## src/core/timer_prescaler_pkg.sv

```systemverilog
package timer_prescaler_pkg;

  // ==========================================================================
  // register map (byte addresses on apb)
  // ==========================================================================
  localparam logic [11:0] event_flags_addr    = 12'h000;
  localparam logic [11:0] shared_control_addr = 12'h004;
  localparam logic [11:0] timer_config_addr   = 12'h008;
  localparam logic [11:0] compare_a_addr      = 12'h00c;
  localparam logic [11:0] compare_b_addr      = 12'h010;
  localparam logic [11:0] counter_addr        = 12'h014;
  localparam logic [11:0] capture_addr        = 12'h018;
  localparam logic [11:0] vector_ack_addr     = 12'h01c;

  // ==========================================================================
  // field positions
  // ==========================================================================
  localparam int capture_flag_bit      = 5;
  localparam int compare_b_flag_bit    = 2;
  localparam int compare_a_flag_bit    = 1;
  localparam int overflow_flag_bit     = 0;
  localparam int sync_hold_mode_bit    = 7;
  localparam int capture_select_bit    = 6;
  localparam int prescaler_reset_pos   = 0;
  localparam logic [7:0] flags_mask    = 8'h27;
  localparam logic [7:0] control_mask  = 8'hc1;

  // timer_config layout: [2:0] clock select, [6:3] waveform mode,
  // [8] force a, [9] force b, [10] capture edge (1 = rising)
  localparam int cs_lsb        = 0;
  localparam int wgm_lsb       = 3;
  localparam int force_a_bit   = 8;
  localparam int force_b_bit   = 9;
  localparam int cap_edge_bit  = 10;

  // ==========================================================================
  // reset values and encodings
  // ==========================================================================
  localparam logic [7:0]  flags_reset    = 8'h00;
  localparam logic [7:0]  control_reset  = 8'h00;
  localparam logic [10:0] config_reset   = 11'h000;
  localparam logic [15:0] counter_top    = 16'hffff;

  typedef enum logic [2:0] {
    cs_stopped = 3'h0, cs_div1 = 3'h1, cs_div8 = 3'h2, cs_div64 = 3'h3,
    cs_div256 = 3'h4, cs_div1024 = 3'h5, cs_ext_fall = 3'h6, cs_ext_rise = 3'h7
  } clock_select_e;

  localparam logic [3:0] wgm_normal      = 4'h0;
  localparam logic [3:0] wgm_ctc_compare = 4'h4;
  localparam logic [3:0] wgm_ctc_capture = 4'hc;

  // prescaler tap divisors
  localparam int div_8    = 8;
  localparam int div_64   = 64;
  localparam int div_256  = 256;
  localparam int div_1024 = 1024;
  localparam int prescale_width = 10;

  typedef struct packed {
    logic capture;
    logic compare_b;
    logic compare_a;
    logic overflow;
  } flag_events_s;

endpackage

```

## src/core/pin_sampler.sv

```systemverilog
`timescale 1ns/1ps
`default_nettype none
module pin_sampler
  import timer_prescaler_pkg::*;
(
  // clock and reset
  input  wire logic pclk,
  input  wire logic presetn,
  input  wire logic clk_en,
  // pin and result
  input  wire logic pin,
  output logic      sampled
);

  // ==========================================================================
  // two-stage sampler
  // ==========================================================================
  logic meta;

  // first stage stands in for the clock-high latch; only stage two reads it
  always_ff @(posedge pclk or negedge presetn) begin
    if (!presetn) begin
      meta    <= 1'b0;
      sampled <= 1'b0;
    end else if (clk_en) begin
      meta    <= pin;
      sampled <= meta;
    end
  end

endmodule
`default_nettype wire

```

## src/core/timer_prescaler.sv

```systemverilog
// Decided for this implementation: the register offsets and the APB register port.
`timescale 1ns/1ps
`default_nettype none
module timer_prescaler
  import timer_prescaler_pkg::*;
(
  // apb clock and reset
  input  wire logic        pclk,
  input  wire logic        presetn,
  input  wire logic        clk_en,
  // apb slave
  input  wire logic        psel,
  input  wire logic        penable,
  input  wire logic        pwrite,
  input  wire logic [11:0] paddr,
  input  wire logic [31:0] pwdata,
  input  wire logic [3:0]  pstrb,
  output logic      [31:0] prdata,
  output logic             pready,
  output logic             pslverr,
  // pins
  input  wire logic        ext_timer_clock_pin,
  input  wire logic        capture_pin_first,
  input  wire logic        capture_pin_second,
  // interrupt gating from the core
  input  wire logic [3:0]  irq_enable,
  input  wire logic        global_irq_enable,
  output logic      [3:0]  irq_request,
  // prescaler taps and hold status for the 8-bit timer
  output logic      [3:0]  prescaler_taps,
  output logic             prescaler_held
);

  // ==========================================================================
  // registers and nets
  // ==========================================================================
  logic [7:0]  timer1_event_flags;
  logic [7:0]  shared_timer_control;
  logic [10:0] timer_config;
  logic [15:0] compare_a_value;
  logic [15:0] compare_b_value;
  logic [15:0] counter_value;
  logic [15:0] capture_value_reg;
  logic [prescale_width-1:0] prescale_count;
  logic        ext_sampled;
  logic        ext_prev;
  logic        cap_first_s;
  logic        cap_second_s;
  logic        cap_prev;
  logic        timer_tick;
  logic        match_a_pend;
  logic        match_b_pend;
  logic        counter_written;
  logic [3:0]  next_taps;
  logic        wr_access;
  logic        rd_access;
  logic        flag_write;
  logic        ctl_write;
  logic        cfg_write;
  logic        cnt_write;
  logic        ack_write;
  logic [2:0]  clock_select_field;
  logic [3:0]  waveform_mode_field;
  logic        cap_pin;
  logic        cap_event;
  logic        at_top;
  logic        ext_rise;
  logic        ext_fall;
  logic [15:0] top_value;
  flag_events_s hw_set;
  logic [7:0]  clear_mask;

  // writes land only on the completing access cycle, so a self-clearing bit is not written twice
  assign wr_access           = psel && penable && pwrite && pready;
  assign rd_access           = psel && penable && !pwrite;
  assign flag_write          = wr_access && (paddr == event_flags_addr) && pstrb[0];
  assign ctl_write           = wr_access && (paddr == shared_control_addr) && pstrb[0];
  assign cfg_write           = wr_access && (paddr == timer_config_addr);
  assign cnt_write           = wr_access && (paddr == counter_addr);
  assign ack_write           = wr_access && (paddr == vector_ack_addr) && pstrb[0];
  assign clock_select_field  = timer_config[cs_lsb +: 3];
  assign waveform_mode_field = timer_config[wgm_lsb +: 4];

  // ==========================================================================
  // pin synchronisers
  // ==========================================================================
  // external pin sampling
  pin_sampler u_ext_sync (.pclk(pclk), .presetn(presetn), .clk_en(clk_en),
                          .pin(ext_timer_clock_pin), .sampled(ext_sampled));
  pin_sampler u_cap1_sync (.pclk(pclk), .presetn(presetn), .clk_en(clk_en),
                           .pin(capture_pin_first), .sampled(cap_first_s));
  pin_sampler u_cap2_sync (.pclk(pclk), .presetn(presetn), .clk_en(clk_en),
                           .pin(capture_pin_second), .sampled(cap_second_s));

  // previous samples for edge detection
  always_ff @(posedge pclk or negedge presetn) begin
    if (!presetn) begin
      ext_prev <= 1'b0;
      cap_prev <= 1'b0;
    end else if (clk_en) begin
      ext_prev <= ext_sampled;
      cap_prev <= cap_pin;
    end
  end

  assign cap_pin  = shared_timer_control[capture_select_bit] ? cap_second_s : cap_first_s;
  assign ext_rise = ext_sampled && !ext_prev;
  assign ext_fall = !ext_sampled && ext_prev;

  // ==========================================================================
  // shared prescaler
  // ==========================================================================
  // free-running count, stopped by the reset bit or by clk_en low
  always_ff @(posedge pclk or negedge presetn) begin
    if (!presetn) begin
      prescale_count <= '0;
    end else if (clk_en) begin
      if (shared_timer_control[prescaler_reset_pos])
        prescale_count <= '0;
      else
        prescale_count <= prescale_count + 1'b1;
    end
  end

  // tap pulses, one pclk wide, at the wrap of each divisor
  always_comb begin
    next_taps[0] = prescale_count[2:0] == 3'h7;
    next_taps[1] = prescale_count[5:0] == 6'h3f;
    next_taps[2] = prescale_count[7:0] == 8'hff;
    next_taps[3] = prescale_count == 10'h3ff;
    if (shared_timer_control[prescaler_reset_pos])
      next_taps = 4'h0;
  end

  // taps exported so the 8-bit timer shares the same phase
  always_ff @(posedge pclk or negedge presetn) begin
    if (!presetn) begin
      prescaler_taps <= 4'h0;
      prescaler_held <= 1'b0;
    end else if (clk_en) begin
      prescaler_taps <= next_taps;
      prescaler_held <= shared_timer_control[prescaler_reset_pos];
    end
  end

  // ==========================================================================
  // timer clock select
  // ==========================================================================
  always_comb begin
    unique case (clock_select_field)
      cs_stopped:  timer_tick = 1'b0;
      cs_div1:     timer_tick = 1'b1;
      cs_div8:     timer_tick = next_taps[0];
      cs_div64:    timer_tick = next_taps[1];
      cs_div256:   timer_tick = next_taps[2];
      cs_div1024:  timer_tick = next_taps[3];
      // edge pulses, no divider; sync plus edge stage
      cs_ext_fall: timer_tick = ext_fall;
      cs_ext_rise: timer_tick = ext_rise;
    endcase
    // prescaler reset halts every timer clock while asserted
    if (shared_timer_control[prescaler_reset_pos])
      timer_tick = 1'b0;
  end

  // ==========================================================================
  // 16-bit counter and capture
  // ==========================================================================
  assign top_value = (waveform_mode_field == wgm_ctc_compare) ? compare_a_value :
                     (waveform_mode_field == wgm_ctc_capture) ? capture_value_reg : counter_top;
  assign at_top    = counter_value == top_value;
  // capture pin disconnected while the capture register is top
  assign cap_event = (waveform_mode_field != wgm_ctc_capture) &&
                     (timer_config[cap_edge_bit] ? (cap_pin && !cap_prev) : (!cap_pin && cap_prev));

  // counter wraps at top; a bus write overrides counting
  always_ff @(posedge pclk or negedge presetn) begin
    if (!presetn) begin
      counter_value <= 16'h0000;
    end else if (clk_en) begin
      if (cnt_write)
        counter_value <= pwdata[15:0];
      else if (timer_tick)
        counter_value <= at_top ? 16'h0000 : counter_value + 16'h0001;
    end
  end

  // capture register and compare values
  always_ff @(posedge pclk or negedge presetn) begin
    if (!presetn) begin
      capture_value_reg <= 16'h0000;
      compare_a_value   <= 16'h0000;
      compare_b_value   <= 16'h0000;
    end else if (clk_en) begin
      if (wr_access && paddr == capture_addr)
        capture_value_reg <= pwdata[15:0];
      else if (cap_event)
        capture_value_reg <= counter_value;
      if (wr_access && paddr == compare_a_addr)
        compare_a_value <= pwdata[15:0];
      if (wr_access && paddr == compare_b_addr)
        compare_b_value <= pwdata[15:0];
    end
  end

  // match seen on a tick, flagged on the next tick; force strobes never enter
  always_ff @(posedge pclk or negedge presetn) begin
    if (!presetn) begin
      match_a_pend    <= 1'b0;
      match_b_pend    <= 1'b0;
      counter_written <= 1'b0;
    end else if (clk_en) begin
      if (cnt_write)
        counter_written <= 1'b1;
      else if (timer_tick)
        counter_written <= 1'b0;
      if (timer_tick) begin
        // a counter write blocks the match on the following timer clock
        match_a_pend <= !counter_written && !cnt_write && (counter_value == compare_a_value);
        match_b_pend <= !counter_written && !cnt_write && (counter_value == compare_b_value);
      end
    end
  end

  // ==========================================================================
  // event flags
  // ==========================================================================
  always_comb begin
    hw_set.capture   = cap_event ||
                       (timer_tick && at_top && waveform_mode_field == wgm_ctc_capture);
    hw_set.compare_b = timer_tick && match_b_pend;
    hw_set.compare_a = timer_tick && match_a_pend;
    // overflow in normal and compare-clear modes; wrap at top otherwise
    hw_set.overflow  = timer_tick && (waveform_mode_field == wgm_normal ||
                       waveform_mode_field == wgm_ctc_compare) ? (counter_value == counter_top)
                       : (timer_tick && at_top);
    clear_mask = 8'h00;
    if (flag_write)
      clear_mask = clear_mask | pwdata[7:0];
    if (ack_write)
      clear_mask = clear_mask | pwdata[7:0];
  end

  // set wins over clear; reserved bits never stored
  always_ff @(posedge pclk or negedge presetn) begin
    if (!presetn) begin
      timer1_event_flags <= flags_reset;
    end else if (clk_en) begin
      timer1_event_flags <= ((timer1_event_flags & ~clear_mask) |
                             {2'b00, hw_set.capture, 2'b00, hw_set.compare_b,
                              hw_set.compare_a, hw_set.overflow}) & flags_mask;
    end
  end

  always_ff @(posedge pclk or negedge presetn) begin
    if (!presetn)
      irq_request <= 4'h0;
    else if (clk_en)
      irq_request <= {timer1_event_flags[capture_flag_bit], timer1_event_flags[compare_b_flag_bit],
                      timer1_event_flags[compare_a_flag_bit], timer1_event_flags[overflow_flag_bit]}
                     & irq_enable & {4{global_irq_enable}};
  end

  // ==========================================================================
  // shared control and timer configuration
  // ==========================================================================
  // reset bit kept only under sync hold mode
  always_ff @(posedge pclk or negedge presetn) begin
    if (!presetn) begin
      shared_timer_control <= control_reset;
    end else if (clk_en) begin
      if (ctl_write)
        shared_timer_control <= pwdata[7:0] & control_mask;
      else if (!shared_timer_control[sync_hold_mode_bit])
        shared_timer_control[prescaler_reset_pos] <= 1'b0;
    end
  end

  // force strobes are not stored, so they always read zero
  always_ff @(posedge pclk or negedge presetn) begin
    if (!presetn)
      timer_config <= config_reset;
    else if (clk_en && cfg_write)
      timer_config <= pwdata[10:0] & ~(11'h001 << force_a_bit) & ~(11'h001 << force_b_bit);
  end

  // ==========================================================================
  // apb response
  // ==========================================================================
  // one wait state; unmapped addresses answer with pslverr
  always_ff @(posedge pclk or negedge presetn) begin
    if (!presetn) begin
      pready  <= 1'b0;
      pslverr <= 1'b0;
      prdata  <= 32'h0000_0000;
    end else if (clk_en) begin
      pready  <= psel && penable && !pready;
      pslverr <= psel && penable && !pready && (paddr > vector_ack_addr || paddr[1:0] != 2'b00);
      prdata  <= 32'h0000_0000;
      if (rd_access && !pready) begin
        unique case (paddr)
          event_flags_addr:    prdata <= {24'h0, timer1_event_flags};
          shared_control_addr: prdata <= {24'h0, shared_timer_control};
          timer_config_addr:   prdata <= {21'h0, timer_config};
          compare_a_addr:      prdata <= {16'h0, compare_a_value};
          compare_b_addr:      prdata <= {16'h0, compare_b_value};
          counter_addr:        prdata <= {16'h0, counter_value};
          capture_addr:        prdata <= {16'h0, capture_value_reg};
          default:             prdata <= 32'h0000_0000;
        endcase
      end
    end
  end

endmodule
`default_nettype wire

```

## config.mk

```make
export PLATFORM = sky130hd
export DESIGN_NAME = timer_prescaler
export DESIGN_NICKNAME = d
export VERILOG_FILES = /design/src/core/timer_prescaler_pkg.sv /design/src/core/pin_sampler.sv /design/src/core/timer_prescaler.sv
export SDC_FILE = /design/constraint.sdc
export NUM_CORES = 1
export LEC_CHECK = 0
export BUFFER_PORTS_ARGS = -buffer_cell sky130_fd_sc_hd__buf_2
export CORE_ASPECT_RATIO = 0.75
export CORE_MARGIN = 3
export CORE_UTILIZATION = 63
export DETAILED_ROUTE_END_ITERATION = 10
export PLACE_DENSITY = 0.86
export RECOVER_POWER = 50
export SYNTH_ARGS = -nofsm -noshare
export SYNTH_HDL_FRONTEND = slang
export SYNTH_SLANG_ARGS = --single-unit
```

## constraint.sdc

```tcl
create_clock -name pclk -period 6.56 [get_ports pclk]
set_input_delay 1.312 -clock pclk [delete_from_list [all_inputs] [get_ports pclk]]
set_output_delay 1.312 -clock pclk [all_outputs]
set_load 0.02 [all_outputs]
```

# Yosys cells after proc, flatten, opt, wreduce, memory -nomap -nowiden
# Index checks and enable logic that the tools add are counted.
[word_totals] elab_cells=139 input_bits=62 register_bits=144
[classes] magnitude_cmp=1 reduce_logical=56 bitwise=6 muxes=22 addsub=2 n_eq_ne=26
[op_table] cell="two-way mux 16 bit" count=8
[op_table] cell="one-hot mux 16 bit (7 select lines)" count=1
[op_table] cell="== test 12 x 5 -> 1 bit, second input constant" count=4
[op_table] cell="== test 16 bit" count=3
[op_table] cell="logical AND 1 bit" count=32
[op_table] cell="== test 12 x 4 -> 1 bit, second input constant" count=2
[op_table] cell="adder 16 x 1 -> 16 bit, second input constant" count=1
[op_table] cell="== test 16 bit, second input constant" count=1
[op_table] cell="== test 3 bit, second input constant" count=5
[op_table] cell="AND reduction 2 bit" count=7
[op_table] cell="== test 12 x 3 -> 1 bit, second input constant" count=1
[op_table] cell="greater-than comparator 12 x 5 -> 1 bit, second input constant" count=1
[op_table] cell="zero test 12 bit" count=1
[op_table] cell="two-way mux 6 bit" count=2
[op_table] cell="bitwise OR 6 bit" count=2
[op_table] cell="adder 10 x 1 -> 10 bit, second input constant" count=1
[op_table] cell="== test 10 bit, second input constant" count=1
[op_table] cell="two-way mux 10 bit" count=1
[op_table] cell="bitwise AND 4 bit" count=2
[op_table] cell="== test 8 bit, second input constant" count=1
[op_table] cell="zero test 1 bit" count=8
[op_table] cell="two-way mux 1 bit" count=8
[op_table] cell="one-hot mux 1 bit (8 select lines)" count=1
[op_table] cell="bitwise AND 6 bit" count=1
[op_table] cell="other kinds (13)" count=18

# Logic depth before layout (Yosys ltp)
[logic_depth] ltp_word=11 mapped_depth=11

# Cells and area by module
# From an unflattened synthesis, not the netlist that was laid out.
[unflattened] hier_cells=758 area_unflattened_um2=7553.5
[by_module_without_submodules] mod="timer_prescaler" cells_per_inst=746 instances=1 area_per_inst_um2=7335.8 seq_area_each_um2=3052.9
[by_module_without_submodules] mod="pin_sampler" cells_per_inst=4 instances=3 area_per_inst_um2=72.6 seq_area_each_um2=50.0

# Least setup slack after synthesis
# OpenSTA, ideal clock, no wires.
[synth_path] kind="in2reg" startpoint="input paddr[5]" endpoint="register capture_value_reg[10]" t_required_ns=6.435 path_slack_ns=3.259 stages=6 arrival_time_ns=3.176 cell_sequence="nor3_1 -> nand3_4 -> nor4_4 -> buf_2 -> mux2_2 -> mux2_4"
[synth_between] elab_chain_cells=4 word_cells_on_any_way=5
[synth_rtl] element="from (decl)" line="timer_prescaler.sv:15" text="input wire logic [11:0] paddr,"
[synth_rtl] element="== test 12 x 5 -> 1 bit (*)" line="timer_prescaler.sv:195" text="if (wr_access && paddr == capture_addr)"
[synth_rtl] element="logical AND 1 bit (*)" line="timer_prescaler.sv:195"
[synth_rtl] element="nonzero test 2 bit (no line)"
[synth_rtl] element="AND reduction 2 bit (no line)"
[synth_rtl] element="to (signal assigned)" line="timer_prescaler.sv:196" text="capture_value_reg <= pwdata[15:0];"
[synth_rtl] element="to (signal assigned)" line="timer_prescaler.sv:198" text="capture_value_reg <= counter_value;"
[synth_rtl] element="to (decl)" line="timer_prescaler.sv:43" text="logic [15:0] capture_value_reg;"
# Mark *: on every way between the ends. The rest lies on a longest branch, timed or not.
# A chain may end at the register's enable or synchronous reset.

# Worst setup path in the final report
[layout_path] startpoint="input clk_en" endpoint="register compare_a_value[11]"
[layout_between] elab_chain_cells=1
[layout_rtl] element="from (decl)" line="timer_prescaler.sv:10" text="input wire logic clk_en,"
[layout_rtl] element="AND reduction 2 bit (no line)"
[layout_rtl] element="to (signal assigned)" line="timer_prescaler.sv:200" text="compare_a_value <= pwdata[15:0];"
[layout_rtl] element="to (decl)" line="timer_prescaler.sv:40" text="logic [15:0] compare_a_value;"
# No other way between the ends.

==> impl_metrics.prom <==
# TYPE chip_impl_metric gauge
chip_impl_metric{name="routabilityCongestion",unit=""} 0.942
chip_impl_metric{name="wl_per_instance",unit="microns"} 23.1
chip_impl_metric{name="cap_violations",unit=""} 1
chip_impl_metric{name="place.detailed.hpwl",unit="mm"} 14.5
chip_impl_metric{name="worstPathBufferInverterCount",unit=""} 4
chip_impl_metric{name="net_load_switching_power",unit="mW"} 0.494
chip_impl_metric{name="powerDensity",unit="nW/um^2"} 231
chip_impl_info{name="most-common-layout-cells",value="dfrtp_1 (128), mux2_2 (60), nand2_1 (50)"} 1
chip_impl_metric{name="detailedRoute.firstIterationViolations",unit=""} 864
chip_impl_metric{name="syn-mean-instance-area",unit="sq um"} 10.4
chip_impl_metric{name="buffer_ports.inserted",unit=""} 69
chip_impl_metric{name="syn-instance-count",unit=""} 716
chip_impl_info{name="crit_chain",value="buf_2 > buf_4 > inv_1 > clkbuf_1 > nor2_1 > nand4_1 > mux2_2"} 1
chip_impl_metric{name="postCtsSetupRepairBufs",unit=""} 0
chip_impl_metric{name="number_of_antenna_violations_at_the_first_check_in_global_routing",unit=""} 0
chip_impl_metric{name="maxClockFrequency",unit="GHz"} 0.244
chip_impl_info{name="critical-path-slowest-cell",value="nand4_1"} 1
chip_impl_metric{name="ant_nets",unit=""} 0
chip_impl_metric{name="critPathMaxFanout",unit=""} 33
chip_impl_metric{name="synth_async_sr_flop_share",unit="%"} 100
chip_impl_metric{name="io-pin-count",unit=""} 105
chip_impl_metric{name="layout.filler_cells",unit=""} 779
chip_impl_info{name="cts_root_buffer",value="clkbuf_16"} 1
chip_impl_metric{name="chipHeight",unit="microns"} 100
chip_impl_info{name="violations",value="design-rule violations, max-capacitance violations, max-slew violations"} 1
chip_impl_metric{name="fin_crit_sh",unit="%"} 62.6
chip_impl_info{name="outcome",value="finished, violations left"} 1
chip_impl_metric{name="setup_tns_final",unit="ns"} 0
chip_impl_metric{name="cts-hold-fix-buffers",unit=""} 0
chip_impl_metric{name="pwr-share-seq",unit="%"} 44.0
chip_impl_info{name="cts_tree",value="built"} 1
chip_impl_metric{name="first_global_vias",unit=""} 6292
chip_impl_info{name="worst_setup_path_start_kind",value="input pin"} 1
chip_impl_metric{name="syn2layout_area_growth",unit="%"} 11.2
chip_impl_metric{name="period_needed",unit="ns"} 4.10
chip_impl_metric{name="drc",unit=""} 1
chip_impl_metric{name="crit_path_max_incr_delay",unit="ns"} 0.92
chip_impl_metric{name="maximum_vdd_ir_drop",unit="mV"} 0.172
chip_impl_metric{name="timing.max_slew.rel_slack",unit="%"} -68.4
chip_impl_metric{name="nets",unit=""} 823
chip_impl_metric{name="tightestPinTransition",unit="ns"} 2.53
chip_impl_metric{name="comb_power_share",unit="%"} 7.2
chip_impl_metric{name="worstPathRequired",unit="ns"} 6.86
chip_impl_metric{name="netSwitchingFraction",unit="%"} 25.6
chip_impl_metric{name="power.internal",unit="mW"} 1.43
chip_impl_metric{name="postSynthRegisterBits",unit=""} 128
chip_impl_metric{name="post-route-worst-setup-slack",unit="ns"} 2.46
chip_impl_metric{name="fin_worst_skew",unit="ns"} 0.00543
chip_impl_metric{name="clk_transition_reported_paths",unit="ns"} 0.06
chip_impl_metric{name="cts_made_buffers",unit=""} 17
chip_impl_metric{name="final-setup-viol-count",unit=""} 0
chip_impl_metric{name="gr-usage-all-layers",unit="%"} 33.0
chip_impl_metric{name="synth.yosys.warnings",unit=""} 0
chip_impl_metric{name="initial_utilization",unit="%"} 66.3
chip_impl_metric{name="worstSkewPairLatency",unit="ns"} 0.42
chip_impl_info{name="grt_setup_unrepaired",value="false"} 1
chip_impl_metric{name="max-clock-path-buffers",unit=""} 2
chip_impl_metric{name="timing.final.hold_violations",unit=""} 0
chip_impl_metric{name="dieArea",unit="sq um"} 13200
chip_impl_metric{name="antenna_cells_inserted",unit=""} 0
chip_impl_info{name="layout_commonest_cell",value="dfrtp_1"} 1
chip_impl_info{name="hp-class",value="reg2reg"} 1
chip_impl_info{name="critPathKind",value="in2reg"} 1
chip_impl_metric{name="synthesis.area",unit="sq um"} 7480
chip_impl_metric{name="power.static_leakage",unit="nW"} 3.81
chip_impl_metric{name="synth.distinct_cells",unit=""} 67
chip_impl_info{name="cpLargestDelayFamily",value="simple AND/OR/NAND/NOR gates"} 1
chip_impl_metric{name="seq_area",unit="sq um"} 3200
chip_impl_metric{name="route.vias.total",unit=""} 6396
chip_impl_metric{name="post_drt_via_cell_ratio",unit=""} 6.90
chip_impl_metric{name="globalRouteOverflowTotal",unit=""} 0
chip_impl_metric{name="drv_slew",unit=""} 49
chip_impl_metric{name="routed_wl",unit="mm"} 21.4
chip_impl_metric{name="synth.yosys.seq_area_share",unit="%"} 42.8
chip_impl_metric{name="grt_start_max_net_pins",unit=""} 82
chip_impl_info{name="dominantRegCellSynth",value="dfrtp_1"} 1
chip_impl_metric{name="post_cts_resize_count",unit=""} 0
chip_impl_metric{name="grt_pass1_wl",unit="mm"} 34.1
chip_impl_info{name="setup.worst_path.end_class",value="register"} 1
chip_impl_metric{name="detail_route.first_pass.iterations",unit=""} 11
chip_impl_metric{name="num_rows",unit=""} 33
chip_impl_metric{name="cts.htree.levels",unit=""} 4
chip_impl_metric{name="core_region_area",unit="sq um"} 11300
chip_impl_metric{name="numClockSinks",unit=""} 128
chip_impl_metric{name="worstPathArrival",unit="ns"} 4.40
chip_impl_metric{name="synth_enable_flop_cells",unit=""} 0
chip_impl_metric{name="p_clk_share",unit="%"} 48.9
chip_impl_metric{name="die_width",unit="microns"} 132
chip_impl_metric{name="dp_slack",unit="ns"} 2.25
chip_impl_metric{name="drive_gt1_share",unit="%"} 21.6
chip_impl_metric{name="multiInputGateArea",unit="sq um"} 3930
power groups by stage:
stage	Combinational, mW	Clock, mW	Sequential, mW
after CTS	0.139	0.938	0.845
after global routing	0.150	0.980	0.848
final	0.138	0.940	0.846
after detailed placement	0.138	0	0.858
after global placement	0.130	0	0.853
after floorplan	0.0821	0	0.854
Yosys cell counts, types with 3 or more instances:
cell type | n | share of area, %
a21o_1 | 14 | 1.4
a21oi_1 | 26 | 1.7
a221oi_1 | 10 | 1.2
a222oi_1 | 14 | 1.9
a22o_1 | 3 | 0.35
a22oi_1 | 8 | 0.80
a311oi_1 | 3 | 0.35
a32oi_1 | 3 | 0.35
and2_1 | 3 | 0.25
and3_1 | 10 | 0.84
buf_2 | 15 | 1.0
buf_4 | 18 | 1.8
clkbuf_1 | 31 | 1.6
dfrtp_1 | 128 | 43
ha_1 | 3 | 0.50
inv_1 | 13 | 0.65
mux2_1 | 10 | 1.5
mux2_2 | 60 | 9.0
mux2_4 | 10 | 2.0
mux2i_1 | 22 | 2.9
nand2_1 | 50 | 2.5
nand2b_1 | 3 | 0.25
nand3_1 | 27 | 1.8
nand3b_1 | 16 | 1.6
nand4_1 | 13 | 1.1
nor2_1 | 27 | 1.4
nor2b_1 | 4 | 0.33
nor3_1 | 14 | 0.94
nor3_2 | 3 | 0.40
nor4_1 | 17 | 1.4
o21ai_0 | 31 | 2.1
o2bb2ai_1 | 7 | 0.82
o32a_1 | 8 | 1.1
or3_1 | 5 | 0.42
xnor2_1 | 8 | 0.94
xor2_1 | 35 | 4.1
layer usage:
metal	GRT usage, %	share of wire, %	up-vias
met5	0	0	-
met4	10.6	2.4	0
met3	9.17	12	62
met2	50.7	45	440
met1	46.1	40	3163
li1	-	-	2731
worst register-to-register path: cells and delay by family, from the launching register on:
kind | cells | cell delay, ns
compound gates | 3 | 1.21
flops | 1 | 1.12
mux | 1 | 0.46
simple gates | 3 | 0.98
path summary, 6_finish.rpt:
kind / from / to / slack [ns] / cells past startpoint
setup / recovery: clk_en / compare_a_value[11] / 2.46 / 7
hold / removal: prdata[1] / prdata[1] / 0.48 / 1
setup reg to reg: timer_config[6] / counter_value[14] / 2.66 / 7
hold reg to reg: prdata[1] / prdata[1] / 0.48 / 1
max in group asynchronous: presetn / compare_a_value[7] / 2.51 / 2
min in group asynchronous: presetn / irq_request[2] / 1.07 / 1
metrics by stage:
step | util, % | std cells | instance area (sq um) | hold slack [ns] | power, mW
floorplan | - | 731 | 7530 | 0.443 | 0.936
global placement | 69.0 | 896 | 7770 | 0.459 | 0.984
detailed placement | 69.0 | 896 | 7770 | 0.463 | 0.995
CTS | 74.1 | 927 | 8350 | 0.476 | 1.92
global route | 73.7 | 927 | 8310 | 0.487 | 1.98
finish | 73.7 | 927 | 8310 | 0.476 | 1.92
cell families (layout without fill, tap and decap cells):
logic type | count (synthesis) | after routing | share of synthesized area (%)
AOI/OAI and AO/OA | 148 | 148 | 14.4
xor gates and xnor gates | 43 | 43 | 5.04
adders and majority gates | 3 | 3 | 0.502
buffers and inverters | 81 | 120 | 5.42
DFF | 128 | 128 | 42.8
muxes | 103 | 103 | 15.8
other | 1 | 16 | 0.0501
and+or+nand+nor | 209 | 209 | 16.0
area by class of cell:
cell class / instances / share of cell area (%)
Sequential cell: 128 / 38.5
Clock inverter: 12 / 1.64
Timing Repair Buffer: 76 / 4.32
Inverter: 13 / 0.587
Multi-Input combinational cell: 522 / 47.2
Clock buffer: 19 / 5.33
Tap cell: 157 / 2.36
Power figures use the tool's default switching activity.
